==> src/include/pcd_pkg.sv <==
// Package for the pin change edge detector: register indices, field masks,
// reset values and the structs that carry state and bus commands.
// Assumes a 32-bit classic Wishbone slave port and a 50 MHz system clock.
package pcd_pkg;

	////////////////////////////////////////////////////////////////////////
	// Geometry
	localparam int PCD_PORTS = 3;
	localparam int PCD_PORT_A = 0;
	localparam int PCD_PORT_B = 1;
	localparam int PCD_PORT_C = 2;
	localparam int PCD_IDX_W = 14;
	localparam int PCD_SYNC_PRIME = 3;

	////////////////////////////////////////////////////////////////////////
	// Register indices; byte address is four times the index
	localparam logic [13:0] PCD_IDX_A_RISE = 14'h1F3D;
	localparam logic [13:0] PCD_IDX_A_FALL = 14'h1F3E;
	localparam logic [13:0] PCD_IDX_A_FLAG = 14'h1F3F;
	localparam logic [13:0] PCD_IDX_B_RISE = 14'h1F48;
	localparam logic [13:0] PCD_IDX_B_FALL = 14'h1F49;
	localparam logic [13:0] PCD_IDX_B_FLAG = 14'h1F4A;
	localparam logic [13:0] PCD_IDX_C_RISE = 14'h1F53;
	localparam logic [13:0] PCD_IDX_C_FALL = 14'h1F54;
	localparam logic [13:0] PCD_IDX_C_FLAG = 14'h1F55;
	localparam logic [13:0] PCD_IDX_IRQ_STATUS = 14'h1F60;
	localparam logic [13:0] PCD_IDX_IRQ_MASK = 14'h1F61;
	localparam logic [13:0] PCD_IDX_IRQ_CTRL = 14'h1F62;
	localparam logic [13:0] PCD_IDX_CFG = 14'h1F63;

	////////////////////////////////////////////////////////////////////////
	// Implemented bits and pins lost to other functions
	localparam logic [7:0] PCD_IMPL_A = 8'h3F;
	localparam logic [7:0] PCD_IMPL_B = 8'hF0;
	localparam logic [7:0] PCD_IMPL_C_FULL = 8'hFF;
	localparam logic [7:0] PCD_IMPL_C_SMALL = 8'h3F;
	localparam logic [7:0] PCD_IMPL_NONE = 8'h00;
	localparam logic [7:0] PCD_A_DEBUG_MASK = 8'h03;
	localparam logic [7:0] PCD_A_MCLR_MASK = 8'h08;

	////////////////////////////////////////////////////////////////////////
	// Types
	typedef logic [2:0][7:0] pcd_port_t;

	typedef struct packed {
		logic low_voltage_program_enable;
		logic master_clear_pin_enable;
		logic debug_enable;
	} pcd_cfg_t;

	typedef struct packed {
		logic wr;
		logic rd;
		logic [13:0] idx;
		logic [7:0] wdat;
	} pcd_cmd_t;

	typedef struct packed {
		pcd_port_t en_rise;
		pcd_port_t en_fall;
		pcd_port_t flags;
		logic [2:0] irq_status;
		logic [2:0] irq_mask;
		logic change_irq_enable;
		pcd_cfg_t cfg;
		logic [7:0] rdata;
	} pcd_state_t;

	typedef enum logic [1:0] {
		PCD_WB_IDLE = 2'b00,
		PCD_WB_ACK = 2'b01
	} pcd_wb_state_t;

	typedef struct packed {
		pcd_wb_state_t state;
	} pcd_wb_st_t;

	typedef struct packed {
		logic [7:0] sync1;
		logic [7:0] sync2;
		logic [7:0] prev;
		logic [2:0] valid;
	} pcd_edge_st_t;

	////////////////////////////////////////////////////////////////////////
	// Reset values
	localparam pcd_state_t PCD_STATE_RST = '0;
	localparam pcd_wb_st_t PCD_WB_RST = '{state: PCD_WB_IDLE};
	localparam pcd_edge_st_t PCD_EDGE_RST = '0;

	// Implemented bits of a port, used for enables, flags and reads
	function automatic logic [7:0] pcd_impl_mask(input int port, input bit pin20);
		logic [7:0] m;
		m = PCD_IMPL_NONE;
		if (port == PCD_PORT_A) begin
			m = PCD_IMPL_A;
		end else if (port == PCD_PORT_B) begin
			m = pin20 ? PCD_IMPL_B : PCD_IMPL_NONE;
		end else if (port == PCD_PORT_C) begin
			m = pin20 ? PCD_IMPL_C_FULL : PCD_IMPL_C_SMALL;
		end
		return m;
	endfunction

endpackage

==> src/hdl/pcd_edge.sv <==
// Pin synchroniser and edge finder for one eight-bit port.
// Assumes the pins are board levels, possibly asynchronous to i_clk.
`timescale 1ns/1ps
`default_nettype none

module pcd_edge (
	// Clock and reset
	input wire logic i_clk,
	input wire logic i_sys_rst,
	// Pins
	input wire logic [7:0] i_pins,
	// Edge pulses, one cycle each
	output logic [7:0] o_rise,
	output logic [7:0] o_fall
);

	pcd_pkg::pcd_edge_st_t st;
	pcd_pkg::pcd_edge_st_t next_st;

	////////////////////////////////////////////////////////////////////////
	// Two flops, then a history flop; valid hides the pipeline fill
	always_comb begin
		next_st = st;
		next_st.sync1 = i_pins;
		next_st.sync2 = st.sync1;
		next_st.prev = st.sync2;
		next_st.valid = {st.valid[1:0], 1'b1};
	end

	always_ff @(posedge i_clk) begin
		if (i_sys_rst) begin
			st <= pcd_pkg::PCD_EDGE_RST;
		end else begin
			st <= next_st;
		end
	end

	// Compare current with previous sample
	assign o_rise = st.valid[pcd_pkg::PCD_SYNC_PRIME-1] ? (st.sync2 & ~st.prev) : 8'h00;
	assign o_fall = st.valid[pcd_pkg::PCD_SYNC_PRIME-1] ? (~st.sync2 & st.prev) : 8'h00;

endmodule

`default_nettype wire

==> src/hdl/pcd_top.sv <==
// Pin change edge detector for three ports with Wishbone registers.
// Assumes synchronous active-high reset, one 50 MHz clock, pins from the board.
`timescale 1ns/1ps
`default_nettype none

// Functional notes
// - Enabled rising edge on a pin sets that pin's change flag.
// - Enabled falling edge on a pin sets that pin's change flag.
// - A flag stays set until software writes zero to it.
// - Enabled edge sets the flag and its port's status bit; o_irq also needs that irq_mask bit and the interrupt enable.
// - A disabled polarity never sets the pin's flag.
// - Port A implements bits 0 to 5 only; bits 6 and 7 read zero.
// - Port B implements bits 4 to 7, and only in the 20-pin variant.
// - Port C implements all eight bits; bits 6 and 7 need 20-pin variant.
// - With the debugger enabled, port A bits 0 and 1 detect nothing.
// - Master clear or low-voltage programming removes detection on port A bit 3.
// - Flags keep being set with the interrupt enable clear; only the request and the wake stop.
// - Summary flag is the OR of every change flag of every port.
// - An edge during a clearing write leaves its flag set.
// - An edge in sleep updates flags and wakes, if interrupts are enabled.
module pcd_top #(
	parameter bit P_PIN20 = 1'b1
) (
	// Clock and reset
	input wire logic i_clk,
	input wire logic i_sys_rst,
	// Wishbone slave
	input wire logic i_wb_cyc,
	input wire logic i_wb_stb,
	input wire logic i_wb_we,
	input wire logic [15:0] i_wb_adr,
	input wire logic [31:0] i_wb_dat,
	input wire logic [3:0] i_wb_sel,
	output logic [31:0] o_wb_dat,
	output logic o_wb_ack,
	// Port pins
	input wire logic [7:0] i_first_port_pin,
	input wire logic [7:0] i_second_port_pin,
	input wire logic [7:0] i_third_port_pin,
	// Power state
	input wire logic i_sleep,
	// Interrupt and status
	output logic o_irq,
	output logic o_change_summary,
	output logic o_wake
);

	pcd_pkg::pcd_state_t st;
	pcd_pkg::pcd_state_t next_st;
	pcd_pkg::pcd_cmd_t cmd;
	pcd_pkg::pcd_port_t pins;
	pcd_pkg::pcd_port_t rise;
	pcd_pkg::pcd_port_t fall;
	pcd_pkg::pcd_port_t impl;
	pcd_pkg::pcd_port_t en_ok;
	pcd_pkg::pcd_port_t rise_hit;
	pcd_pkg::pcd_port_t fall_hit;
	pcd_pkg::pcd_port_t set_vec;
	logic [7:0] a_lost;

	assign pins = {i_third_port_pin, i_second_port_pin, i_first_port_pin};

	////////////////////////////////////////////////////////////////////////
	// Bus front end
	pcd_wb_slave u_wb (
		.i_clk(i_clk),
		.i_sys_rst(i_sys_rst),
		.i_wb_cyc(i_wb_cyc),
		.i_wb_stb(i_wb_stb),
		.i_wb_we(i_wb_we),
		.i_wb_adr(i_wb_adr),
		.i_wb_dat(i_wb_dat),
		.i_wb_sel(i_wb_sel),
		.o_wb_ack(o_wb_ack),
		.o_cmd(cmd)
	);

	////////////////////////////////////////////////////////////////////////
	// Pins lost to debugger, master clear or low-voltage programming; enables still store the bits
	always_comb begin
		a_lost = 8'h00;
		if (st.cfg.debug_enable) begin
			a_lost = a_lost | pcd_pkg::PCD_A_DEBUG_MASK;
		end
		if (st.cfg.master_clear_pin_enable || st.cfg.low_voltage_program_enable) begin
			a_lost = a_lost | pcd_pkg::PCD_A_MCLR_MASK;
		end
	end

	////////////////////////////////////////////////////////////////////////
	// Per-port edge finders and qualification
	for (genvar gp = 0; gp < pcd_pkg::PCD_PORTS; gp++) begin : g_port
		pcd_edge u_edge (
			.i_clk(i_clk),
			.i_sys_rst(i_sys_rst),
			.i_pins(pins[gp]),
			.o_rise(rise[gp]),
			.o_fall(fall[gp])
		);
		assign impl[gp] = pcd_pkg::pcd_impl_mask(gp, P_PIN20);
		assign en_ok[gp] = (gp == pcd_pkg::PCD_PORT_A) ? (impl[gp] & ~a_lost) : impl[gp];
		// Disabled polarity contributes nothing
		assign rise_hit[gp] = rise[gp] & st.en_rise[gp] & en_ok[gp];
		assign fall_hit[gp] = fall[gp] & st.en_fall[gp] & en_ok[gp];
		assign set_vec[gp] = rise_hit[gp] | fall_hit[gp];
	end

	////////////////////////////////////////////////////////////////////////
	// Register file
	always_comb begin
		next_st = st;
		if (cmd.wr) begin
			if (cmd.idx == pcd_pkg::PCD_IDX_A_RISE) begin
				next_st.en_rise[pcd_pkg::PCD_PORT_A] = cmd.wdat & impl[pcd_pkg::PCD_PORT_A];
			end else if (cmd.idx == pcd_pkg::PCD_IDX_A_FALL) begin
				next_st.en_fall[pcd_pkg::PCD_PORT_A] = cmd.wdat & impl[pcd_pkg::PCD_PORT_A];
			end else if (cmd.idx == pcd_pkg::PCD_IDX_A_FLAG) begin
				next_st.flags[pcd_pkg::PCD_PORT_A] = cmd.wdat & impl[pcd_pkg::PCD_PORT_A];
			end else if (cmd.idx == pcd_pkg::PCD_IDX_B_RISE) begin
				next_st.en_rise[pcd_pkg::PCD_PORT_B] = cmd.wdat & impl[pcd_pkg::PCD_PORT_B];
			end else if (cmd.idx == pcd_pkg::PCD_IDX_B_FALL) begin
				next_st.en_fall[pcd_pkg::PCD_PORT_B] = cmd.wdat & impl[pcd_pkg::PCD_PORT_B];
			end else if (cmd.idx == pcd_pkg::PCD_IDX_B_FLAG) begin
				next_st.flags[pcd_pkg::PCD_PORT_B] = cmd.wdat & impl[pcd_pkg::PCD_PORT_B];
			end else if (cmd.idx == pcd_pkg::PCD_IDX_C_RISE) begin
				next_st.en_rise[pcd_pkg::PCD_PORT_C] = cmd.wdat & impl[pcd_pkg::PCD_PORT_C];
			end else if (cmd.idx == pcd_pkg::PCD_IDX_C_FALL) begin
				next_st.en_fall[pcd_pkg::PCD_PORT_C] = cmd.wdat & impl[pcd_pkg::PCD_PORT_C];
			end else if (cmd.idx == pcd_pkg::PCD_IDX_C_FLAG) begin
				next_st.flags[pcd_pkg::PCD_PORT_C] = cmd.wdat & impl[pcd_pkg::PCD_PORT_C];
			end else if (cmd.idx == pcd_pkg::PCD_IDX_IRQ_STATUS) begin
				next_st.irq_status = st.irq_status & ~cmd.wdat[2:0];
			end else if (cmd.idx == pcd_pkg::PCD_IDX_IRQ_MASK) begin
				next_st.irq_mask = cmd.wdat[2:0];
			end else if (cmd.idx == pcd_pkg::PCD_IDX_IRQ_CTRL) begin
				next_st.change_irq_enable = cmd.wdat[0];
			end else if (cmd.idx == pcd_pkg::PCD_IDX_CFG) begin
				next_st.cfg = pcd_pkg::pcd_cfg_t'(cmd.wdat[2:0]);
			end
		end
		// Hardware set wins over any write in the same cycle
		for (int p = 0; p < pcd_pkg::PCD_PORTS; p++) begin
			next_st.flags[p] = next_st.flags[p] | set_vec[p];
			next_st.irq_status[p] = next_st.irq_status[p] | (|set_vec[p]);
		end
		// Read data sampled at accept, shown with ack
		if (cmd.rd) begin
			if (cmd.idx == pcd_pkg::PCD_IDX_A_RISE) begin
				next_st.rdata = st.en_rise[pcd_pkg::PCD_PORT_A];
			end else if (cmd.idx == pcd_pkg::PCD_IDX_A_FALL) begin
				next_st.rdata = st.en_fall[pcd_pkg::PCD_PORT_A];
			end else if (cmd.idx == pcd_pkg::PCD_IDX_A_FLAG) begin
				next_st.rdata = st.flags[pcd_pkg::PCD_PORT_A];
			end else if (cmd.idx == pcd_pkg::PCD_IDX_B_RISE) begin
				next_st.rdata = st.en_rise[pcd_pkg::PCD_PORT_B];
			end else if (cmd.idx == pcd_pkg::PCD_IDX_B_FALL) begin
				next_st.rdata = st.en_fall[pcd_pkg::PCD_PORT_B];
			end else if (cmd.idx == pcd_pkg::PCD_IDX_B_FLAG) begin
				next_st.rdata = st.flags[pcd_pkg::PCD_PORT_B];
			end else if (cmd.idx == pcd_pkg::PCD_IDX_C_RISE) begin
				next_st.rdata = st.en_rise[pcd_pkg::PCD_PORT_C];
			end else if (cmd.idx == pcd_pkg::PCD_IDX_C_FALL) begin
				next_st.rdata = st.en_fall[pcd_pkg::PCD_PORT_C];
			end else if (cmd.idx == pcd_pkg::PCD_IDX_C_FLAG) begin
				next_st.rdata = st.flags[pcd_pkg::PCD_PORT_C];
			end else if (cmd.idx == pcd_pkg::PCD_IDX_IRQ_STATUS) begin
				next_st.rdata = {5'h00, st.irq_status};
			end else if (cmd.idx == pcd_pkg::PCD_IDX_IRQ_MASK) begin
				next_st.rdata = {5'h00, st.irq_mask};
			end else if (cmd.idx == pcd_pkg::PCD_IDX_IRQ_CTRL) begin
				next_st.rdata = {7'h00, st.change_irq_enable};
			end else if (cmd.idx == pcd_pkg::PCD_IDX_CFG) begin
				next_st.rdata = {5'h00, st.cfg};
			end else begin
				next_st.rdata = 8'h00;
			end
		end
	end

	always_ff @(posedge i_clk) begin
		if (i_sys_rst) begin
			st <= pcd_pkg::PCD_STATE_RST;
		end else begin
			st <= next_st;
		end
	end

	////////////////////////////////////////////////////////////////////////
	// Outputs
	assign o_wb_dat = {24'h000000, st.rdata};
	assign o_change_summary = (st.flags != '0);
	// Gate only the request; flags keep collecting
	assign o_irq = st.change_irq_enable && ((st.irq_status & st.irq_mask) != 3'h0);
	// Flags are already updated when wake rises, so code sees them at once
	assign o_wake = i_sleep && st.change_irq_enable && o_change_summary;
endmodule

`default_nettype wire

==> src/hdl/pcd_wb_slave.sv <==
// Classic Wishbone slave front end: accepts one request, acks one cycle later.
// Assumes the master holds its request until it samples ack.
`timescale 1ns/1ps
`default_nettype none

module pcd_wb_slave (
	// Clock and reset
	input wire logic i_clk,
	input wire logic i_sys_rst,
	// Wishbone slave
	input wire logic i_wb_cyc,
	input wire logic i_wb_stb,
	input wire logic i_wb_we,
	input wire logic [15:0] i_wb_adr,
	input wire logic [31:0] i_wb_dat,
	input wire logic [3:0] i_wb_sel,
	output logic o_wb_ack,
	// Command to the register file
	output pcd_pkg::pcd_cmd_t o_cmd
);

	pcd_pkg::pcd_wb_st_t st;
	pcd_pkg::pcd_wb_st_t next_st;
	logic accept;

	// Idle only, so a held request is never taken twice
	assign accept = i_wb_cyc && i_wb_stb && (st.state == pcd_pkg::PCD_WB_IDLE);

	always_comb begin
		next_st = st;
		case (st.state)
			pcd_pkg::PCD_WB_IDLE: begin
				if (accept) begin
					next_st.state = pcd_pkg::PCD_WB_ACK;
				end
			end
			default: begin
				next_st.state = pcd_pkg::PCD_WB_IDLE;
			end
		endcase
	end

	always_ff @(posedge i_clk) begin
		if (i_sys_rst) begin
			st <= pcd_pkg::PCD_WB_RST;
		end else begin
			st <= next_st;
		end
	end

	// Only lane 0 carries data
	assign o_cmd.wr = accept && i_wb_we && i_wb_sel[0];
	assign o_cmd.rd = accept && !i_wb_we;
	assign o_cmd.idx = i_wb_adr[15:2];
	assign o_cmd.wdat = i_wb_dat[7:0];
	assign o_wb_ack = (st.state == pcd_pkg::PCD_WB_ACK);

endmodule

`default_nettype wire

==> config.mk <==
export PLATFORM = sky130hd
export DESIGN_NAME = pcd_top
export DESIGN_NICKNAME = d
export VERILOG_FILES = /design/src/include/pcd_pkg.sv /design/src/hdl/pcd_edge.sv /design/src/hdl/pcd_top.sv /design/src/hdl/pcd_wb_slave.sv
export SDC_FILE = /design/constraint.sdc
export NUM_CORES = 1
export LEC_CHECK = 0
export ABC_AREA = 1
export BUFFER_PORTS_ARGS = -buffer_cell sky130_fd_sc_hd__buf_4
export CAP_MARGIN = 20
export CORE_MARGIN = 3
export CORE_UTILIZATION = 43
export DETAILED_ROUTE_END_ITERATION = 10
export PLACE_DENSITY_LB_ADDON = 0.3
export SLEW_MARGIN = 40
export SYNTH_ARGS = -nofsm -noshare
export SYNTH_HDL_FRONTEND = slang
export SYNTH_HIERARCHICAL = 1
export SYNTH_SLANG_ARGS = --single-unit
==> constraint.sdc <==
create_clock -name i_clk -period 3 [get_ports i_clk]
set_input_delay 0.75 -clock i_clk [delete_from_list [all_inputs] [get_ports i_clk]]
set_output_delay 0.75 -clock i_clk [all_outputs]
set_load 0.02 [all_outputs]
==> results of run 1 <==
## routing by layer
layer	vias to the layer above	share of wire [%]	global-route usage (%)
met5	-	0	0
met4	0	1.6	5.37
met3	20	6.2	4.89
met2	166	45	28.1
met1	2576	47	24.8
li1	2971	-	-
## path summary, 6_finish.rpt
check	from	endpoint	slack, ns	cells past startpoint
worst max-delay path	st[36]$_SDFF_PP0_	o_wake	0.33	5
worst min-delay path	g_port[0].u_edge/next_st[1]$_DFF_P_	g_port[0].u_edge/next_st[2]$_SDFF_PP0_	0.40	2
worst max register to register	u_wb/st[0]$_SDFFE_PP0N_	st[44]$_SDFFE_PP0P_	1.24	9
worst min register to register	g_port[0].u_edge/next_st[1]$_DFF_P_	g_port[0].u_edge/next_st[2]$_SDFF_PP0_	0.40	2
## worst reg2reg max path, stage by stage, from the launching register on
cell,delay (ns)
dfxtp_1,0.32
inv_1,0.06
nand3_2,0.08
nor2_2,0.17
buf_12,0.22
nand2_8,0.10
nor2_1,0.25
inv_1,0.21
o21ai_0,0.20
a21oi_1,0.05
## layout make-up
cell class                      count  area, um2
Timing Repair Buffer               68        536
Clock buffer                       20        437
Inverter                          167        629
Sequential cell                   136       2720
Clock inverter                     12        129
Multi-Input combinational cell    594       2920
Fill cell                        1573       7790
Tap cell                          211        264
## state kept, by name, indices dropped and copies added (netlist names)
register,count
o_wb_dat,8
g_port.u_edge/st,21
st,64
u_wb/st,1
g_port.u_edge/next_st,42
## stage by stage
step	setup WS [ns]	hold slack [ns]	total power [W]	utilization [%]	instances
2_1_floorplan	0.837	0.388	0.00212	-	983
3_3_place_gp	0.399	0.389	0.00214	45.8	1176
3_5_place_dp	0.383	0.395	0.00214	45.8	1176
4_1_cts	0.315	0.403	0.00413	49.5	1208
5_1_grt	0.230	0.416	0.00424	49.5	1208
6_report	0.326	0.402	0.00410	49.5	1208
## power by group through the flow
stage / Combinational (W) / Sequential [W] / Clock (W)
2_1_floorplan: 0.000221 / 0.00190 / 0
3_3_place_gp: 0.000234 / 0.00190 / 0
3_5_place_dp: 0.000236 / 0.00191 / 0
4_1_cts: 0.000237 / 0.00187 / 0.00203
5_1_grt: 0.000262 / 0.00187 / 0.00211
6_report: 0.000236 / 0.00187 / 0.00199
==> flow_metrics.env, run 1 <==
export IMPL_status="finished, final reports clean"
export IMPL_hold_viol=0
export IMPL_critical_path_buf_inv_count=2
export IMPL_crit_path_frequent_cell="nor4_1"
export IMPL_fmax_mhz=374
export IMPL_seq_power_share_pct=45.6
export IMPL_dr_pass1_iters=5
export IMPL_initial_core_util_pct=44.5
export IMPL_syn_inst=960
export IMPL_arrival_ns=1.92
export IMPL_finalCriticalPeriod_ns=2.67
export IMPL_port_buffers=58
export IMPL_cts_sinks=136
export IMPL_die_area_um2=17500
export IMPL_n_antenna_cell=0
export IMPL_cts_hold_fix_buffers=0
export IMPL_cts_root_buf="clkbuf_16"
export IMPL_syn_avg_cell_area_um2=7.15
export IMPL_gp_congestion=0.904
export IMPL_post_route_period_util_pct=89.1
export IMPL_switchingPower_w=0.000949
export IMPL_num_vias=5733
export IMPL_hold_path_class="register to register"
export IMPL_h_tree_depth=4
export IMPL_cap_viol_max_count=0
export IMPL_p_int_w=0.00315
export IMPL_worst_slew_pin_slew_ns=0.636
export IMPL_core_area_um2=15400
export IMPL_relSlewSlack_pct=57.2
export IMPL_drive_gt1_share_pct=16.0
export IMPL_setup_viol=0
export IMPL_layout_common_cells="nand2_1, inv_1, dfxtp_1"
export IMPL_rows=45
export IMPL_post_dp_cell_area_um2=7070
export IMPL_combinationalPowerShare_pct=5.8
export IMPL_critical_path_cell_chain="nor4_1, inv_1, nor4_1, nor2_1, buf_4"
export IMPL_grt_overflow_total=0
export IMPL_cp_max_fo=3
export IMPL_cts_path_max_buffers=2
export IMPL_grt_max_degree=92
export IMPL_rsz0062_at_grt="false"
export IMPL_syn2layout_area_growth_pct=11.1
export IMPL_nets=1066
export IMPL_path_class="register to output port"
export IMPL_tns_ns=0
export IMPL_fp_dieW_um=132
export IMPL_first_iter_violations=435
export IMPL_power_density_nw_per_um2=537
export IMPL_final_common_cell="nand2_1"
export IMPL_design_area_um2=7630
export IMPL_viasPerCell=4.75
export IMPL_cts_buffers=17
export IMPL_endpoint_kind="output port"
export IMPL_crit_slowest_cell="nor4_1"
export IMPL_cp_top_family="simple AND/OR/NAND/NOR gates"
export IMPL_slew_viol_final=0
export IMPL_drc=0
export IMPL_wl_um=15900
export IMPL_p_leak_nw=3.52
export IMPL_path_clk_slew_ns=0.06
export IMPL_yosysWarnings=6
export IMPL_cp_required_ns=2.25
export IMPL_io_pins=118
export IMPL_fp_dieH_um=132
export IMPL_p_clk_share_pct=48.6
export IMPL_syn_area_um2=6870
export IMPL_first_global_vias=5170
export IMPL_cts_tree="yes"
export IMPL_critical_path_startpoint_type="register"
export IMPL_antenna_found_initial=0
export IMPL_drtAntennaViolNets=0
export IMPL_wl_per_cell_um=13.1
export IMPL_slowest_delay_ns=0.49
export IMPL_fin_worst_skew_ns=0.00669
export IMPL_peakVddDrop_mv=0.346
export IMPL_track_usage_pct=18.1
export IMPL_place_hpwl_um=11500
export IMPL_cts_resized=0
export IMPL_insertion_delay_ns=0.42
export IMPL_p_sw_share_pct=23.2
export IMPL_postCtsSetupBuffers=0
export IMPL_grt_pass1_wl_um=25500
No activity file was read; power rests on OpenSTA's default activity.
==> run 2, diff against run 1 <==
--- a/config.mk
+++ b/config.mk
@@ -5,7 +5,6 @@
 export SDC_FILE = /design/constraint.sdc
 export NUM_CORES = 1
 export LEC_CHECK = 0
-export ABC_AREA = 1
 export BUFFER_PORTS_ARGS = -buffer_cell sky130_fd_sc_hd__buf_4
 export CAP_MARGIN = 20
 export CORE_MARGIN = 3
==> constraint.sdc (replaced) <==
create_clock -name i_clk -period 3.4 [get_ports i_clk]
set_input_delay 0.85 -clock i_clk [delete_from_list [all_inputs] [get_ports i_clk]]
set_output_delay 0.85 -clock i_clk [all_outputs]
set_load 0.02 [all_outputs]
==> flow_metrics.env, run 2 <==
export IMPL_status="finished, final reports clean"
export IMPL_setup_viol=0
export IMPL_dr_max_layer_used="met4"
export IMPL_viasPerCell=5.48
export IMPL_first_global_vias=4709
export IMPL_slowest_delay_ns=0.57
export IMPL_arrival_ns=2.17
export IMPL_track_usage_pct=18.9
export IMPL_syn_area_um2=6290
export IMPL_final_common_cell="dfxtp_1"
export IMPL_crit_path_frequent_cell="or4_1"
export IMPL_cts_path_max_buffers=2
export IMPL_hold_viol=0
export IMPL_endpoint_kind="output port"
export IMPL_hold_path_class="register to register"
export IMPL_syn_inst=680
export IMPL_finalCriticalPeriod_ns=3.02
export IMPL_gp_congestion=0.886
export IMPL_fmax_mhz=331
export IMPL_p_leak_nw=2.84
export IMPL_first_iter_violations=465
export IMPL_postCtsSetupBuffers=0
export IMPL_dr_pass1_iters=5
export IMPL_fp_dieW_um=127
export IMPL_tns_ns=0
export IMPL_cts_root_buf="clkbuf_16"
export IMPL_path_class="register to output port"
export IMPL_rows=43
export IMPL_place_hpwl_um=10700
export IMPL_port_buffers=58
export IMPL_power_density_nw_per_um2=515
export IMPL_rsz0062_at_grt="false"
export IMPL_grt_pass1_wl_um=24300
export IMPL_cts_resized=0
export IMPL_syn_avg_cell_area_um2=9.26
export IMPL_layout_common_cells="dfxtp_1, buf_4, nor2b_1"
export IMPL_drtAntennaViolNets=0
export IMPL_cts_hold_fix_buffers=0
export IMPL_peakVddDrop_mv=0.305
export IMPL_nets=780
export IMPL_n_antenna_cell=0
export IMPL_cts_sinks=136
export IMPL_io_pins=118
export IMPL_wl_per_cell_um=17.0
export IMPL_critical_path_buf_inv_count=1
export IMPL_crit_slowest_cell="or4_1"
export IMPL_relSlewSlack_pct=60.4
export IMPL_grt_max_degree=68
export IMPL_core_area_um2=14100
export IMPL_fp_dieH_um=127
export IMPL_wl_met3_um=992
export IMPL_drive_gt1_share_pct=19.3
export IMPL_cp_max_fo=3
export IMPL_worst_slew_pin_slew_ns=0.589
export IMPL_die_area_um2=16100
export IMPL_yosysWarnings=6
export IMPL_h_tree_depth=4
export IMPL_critical_path_cell_chain="or4_1, or4_1, and3_1, buf_4"
export IMPL_cp_top_family="simple AND/OR/NAND/NOR gates"
export IMPL_largest_register="st"
export IMPL_finalWorstSetupSlack_ns=0.379
export IMPL_path_clk_slew_ns=0.05
export IMPL_critical_path_startpoint_type="register"
export IMPL_syn2layout_area_growth_pct=12.8
export IMPL_initial_core_util_pct=44.7
export IMPL_cts_tree="yes"
export IMPL_wl_um=15200
export IMPL_antenna_found_initial=0
export IMPL_post_route_period_util_pct=88.8
export IMPL_cp_required_ns=2.55
export IMPL_drc=0
export IMPL_grt_overflow_total=0
export IMPL_num_vias=4880
export IMPL_slew_viol_final=0
export IMPL_cap_viol_max_count=0
export IMPL_insertion_delay_ns=0.41
export IMPL_fin_worst_skew_ns=0.00748
export IMPL_place_ws_ns=0.302
export IMPL_wl_met1_um=6770
export IMPL_largest_reg_flops=64
export IMPL_dr_wl_met2_um=7100
export IMPL_cts_buffers=17
[run 2: cell count changes in the layout (fill, tap and decap cells not counted), moves of 18 or more]
cell     previous run  this run
a22oi_1             4        22
inv_1             158        11
nor2_1            114        39
and3b_1             0        22
nor2b_1             0        55
nor2_2             28         2
nand2_1           194        37
o21ai_0            62        22
mux2i_1             0        41
[run 2: final timing paths]
kind	startpoint	end	slack, ns	cells after the start
worst max register to register	u_wb/st[0]$_SDFFE_PP0N_	st[30]$_SDFF_PP0_	1.34	7
worst max-delay path	st[31]$_SDFF_PP0_	o_wake	0.38	4
worst min register to register	g_port[2].u_edge/next_st[14]$_SDFF_PP0_	g_port[2].u_edge/next_st[6]$_SDFF_PP0_	0.43	1
worst min-delay path	g_port[2].u_edge/next_st[14]$_SDFF_PP0_	g_port[2].u_edge/next_st[6]$_SDFF_PP0_	0.43	1
[run 2: layout make-up]
cell class | instances | area (um2)
Clock buffer | 25 | 495
Clock inverter | 7 | 91.3
Fill cell | 1357 | 7000
Inverter | 11 | 41.3
Multi-Input combinational cell | 462 | 2980
Sequential cell | 136 | 2720
Tap cell | 180 | 225
Timing Repair Buffer | 70 | 538
[run 2: stage by stage]
step | hold slack [ns] | cell area (um2) | total power, W | utilization [%] | std cells
2_1_floorplan | 0.411 | 6380 | 0.00185 | - | 703
3_3_place_gp | 0.412 | 6510 | 0.00188 | 46.2 | 859
3_5_place_dp | 0.420 | 6510 | 0.00189 | 46.2 | 859
4_1_cts | 0.434 | 7100 | 0.00369 | 50.4 | 891
5_1_grt | 0.447 | 7100 | 0.00378 | 50.4 | 891
6_report | 0.432 | 7100 | 0.00366 | 50.4 | 891
[run 2: metal layers]
layer  global-route usage, %  vias up
met5                       0        -
met4                    6.37        0
met3                    5.14       25
met2                    30.3      170
met1                    24.8     2337
li1                        -     2348
[run 2: where the power goes]
part | switching [W] | internal (W)
combinational | 0.000125 | 0.0000835
sequential | 0.0000154 | 0.00163
clock | 0.000650 | 0.00115
total | 0.000790 | 0.00287
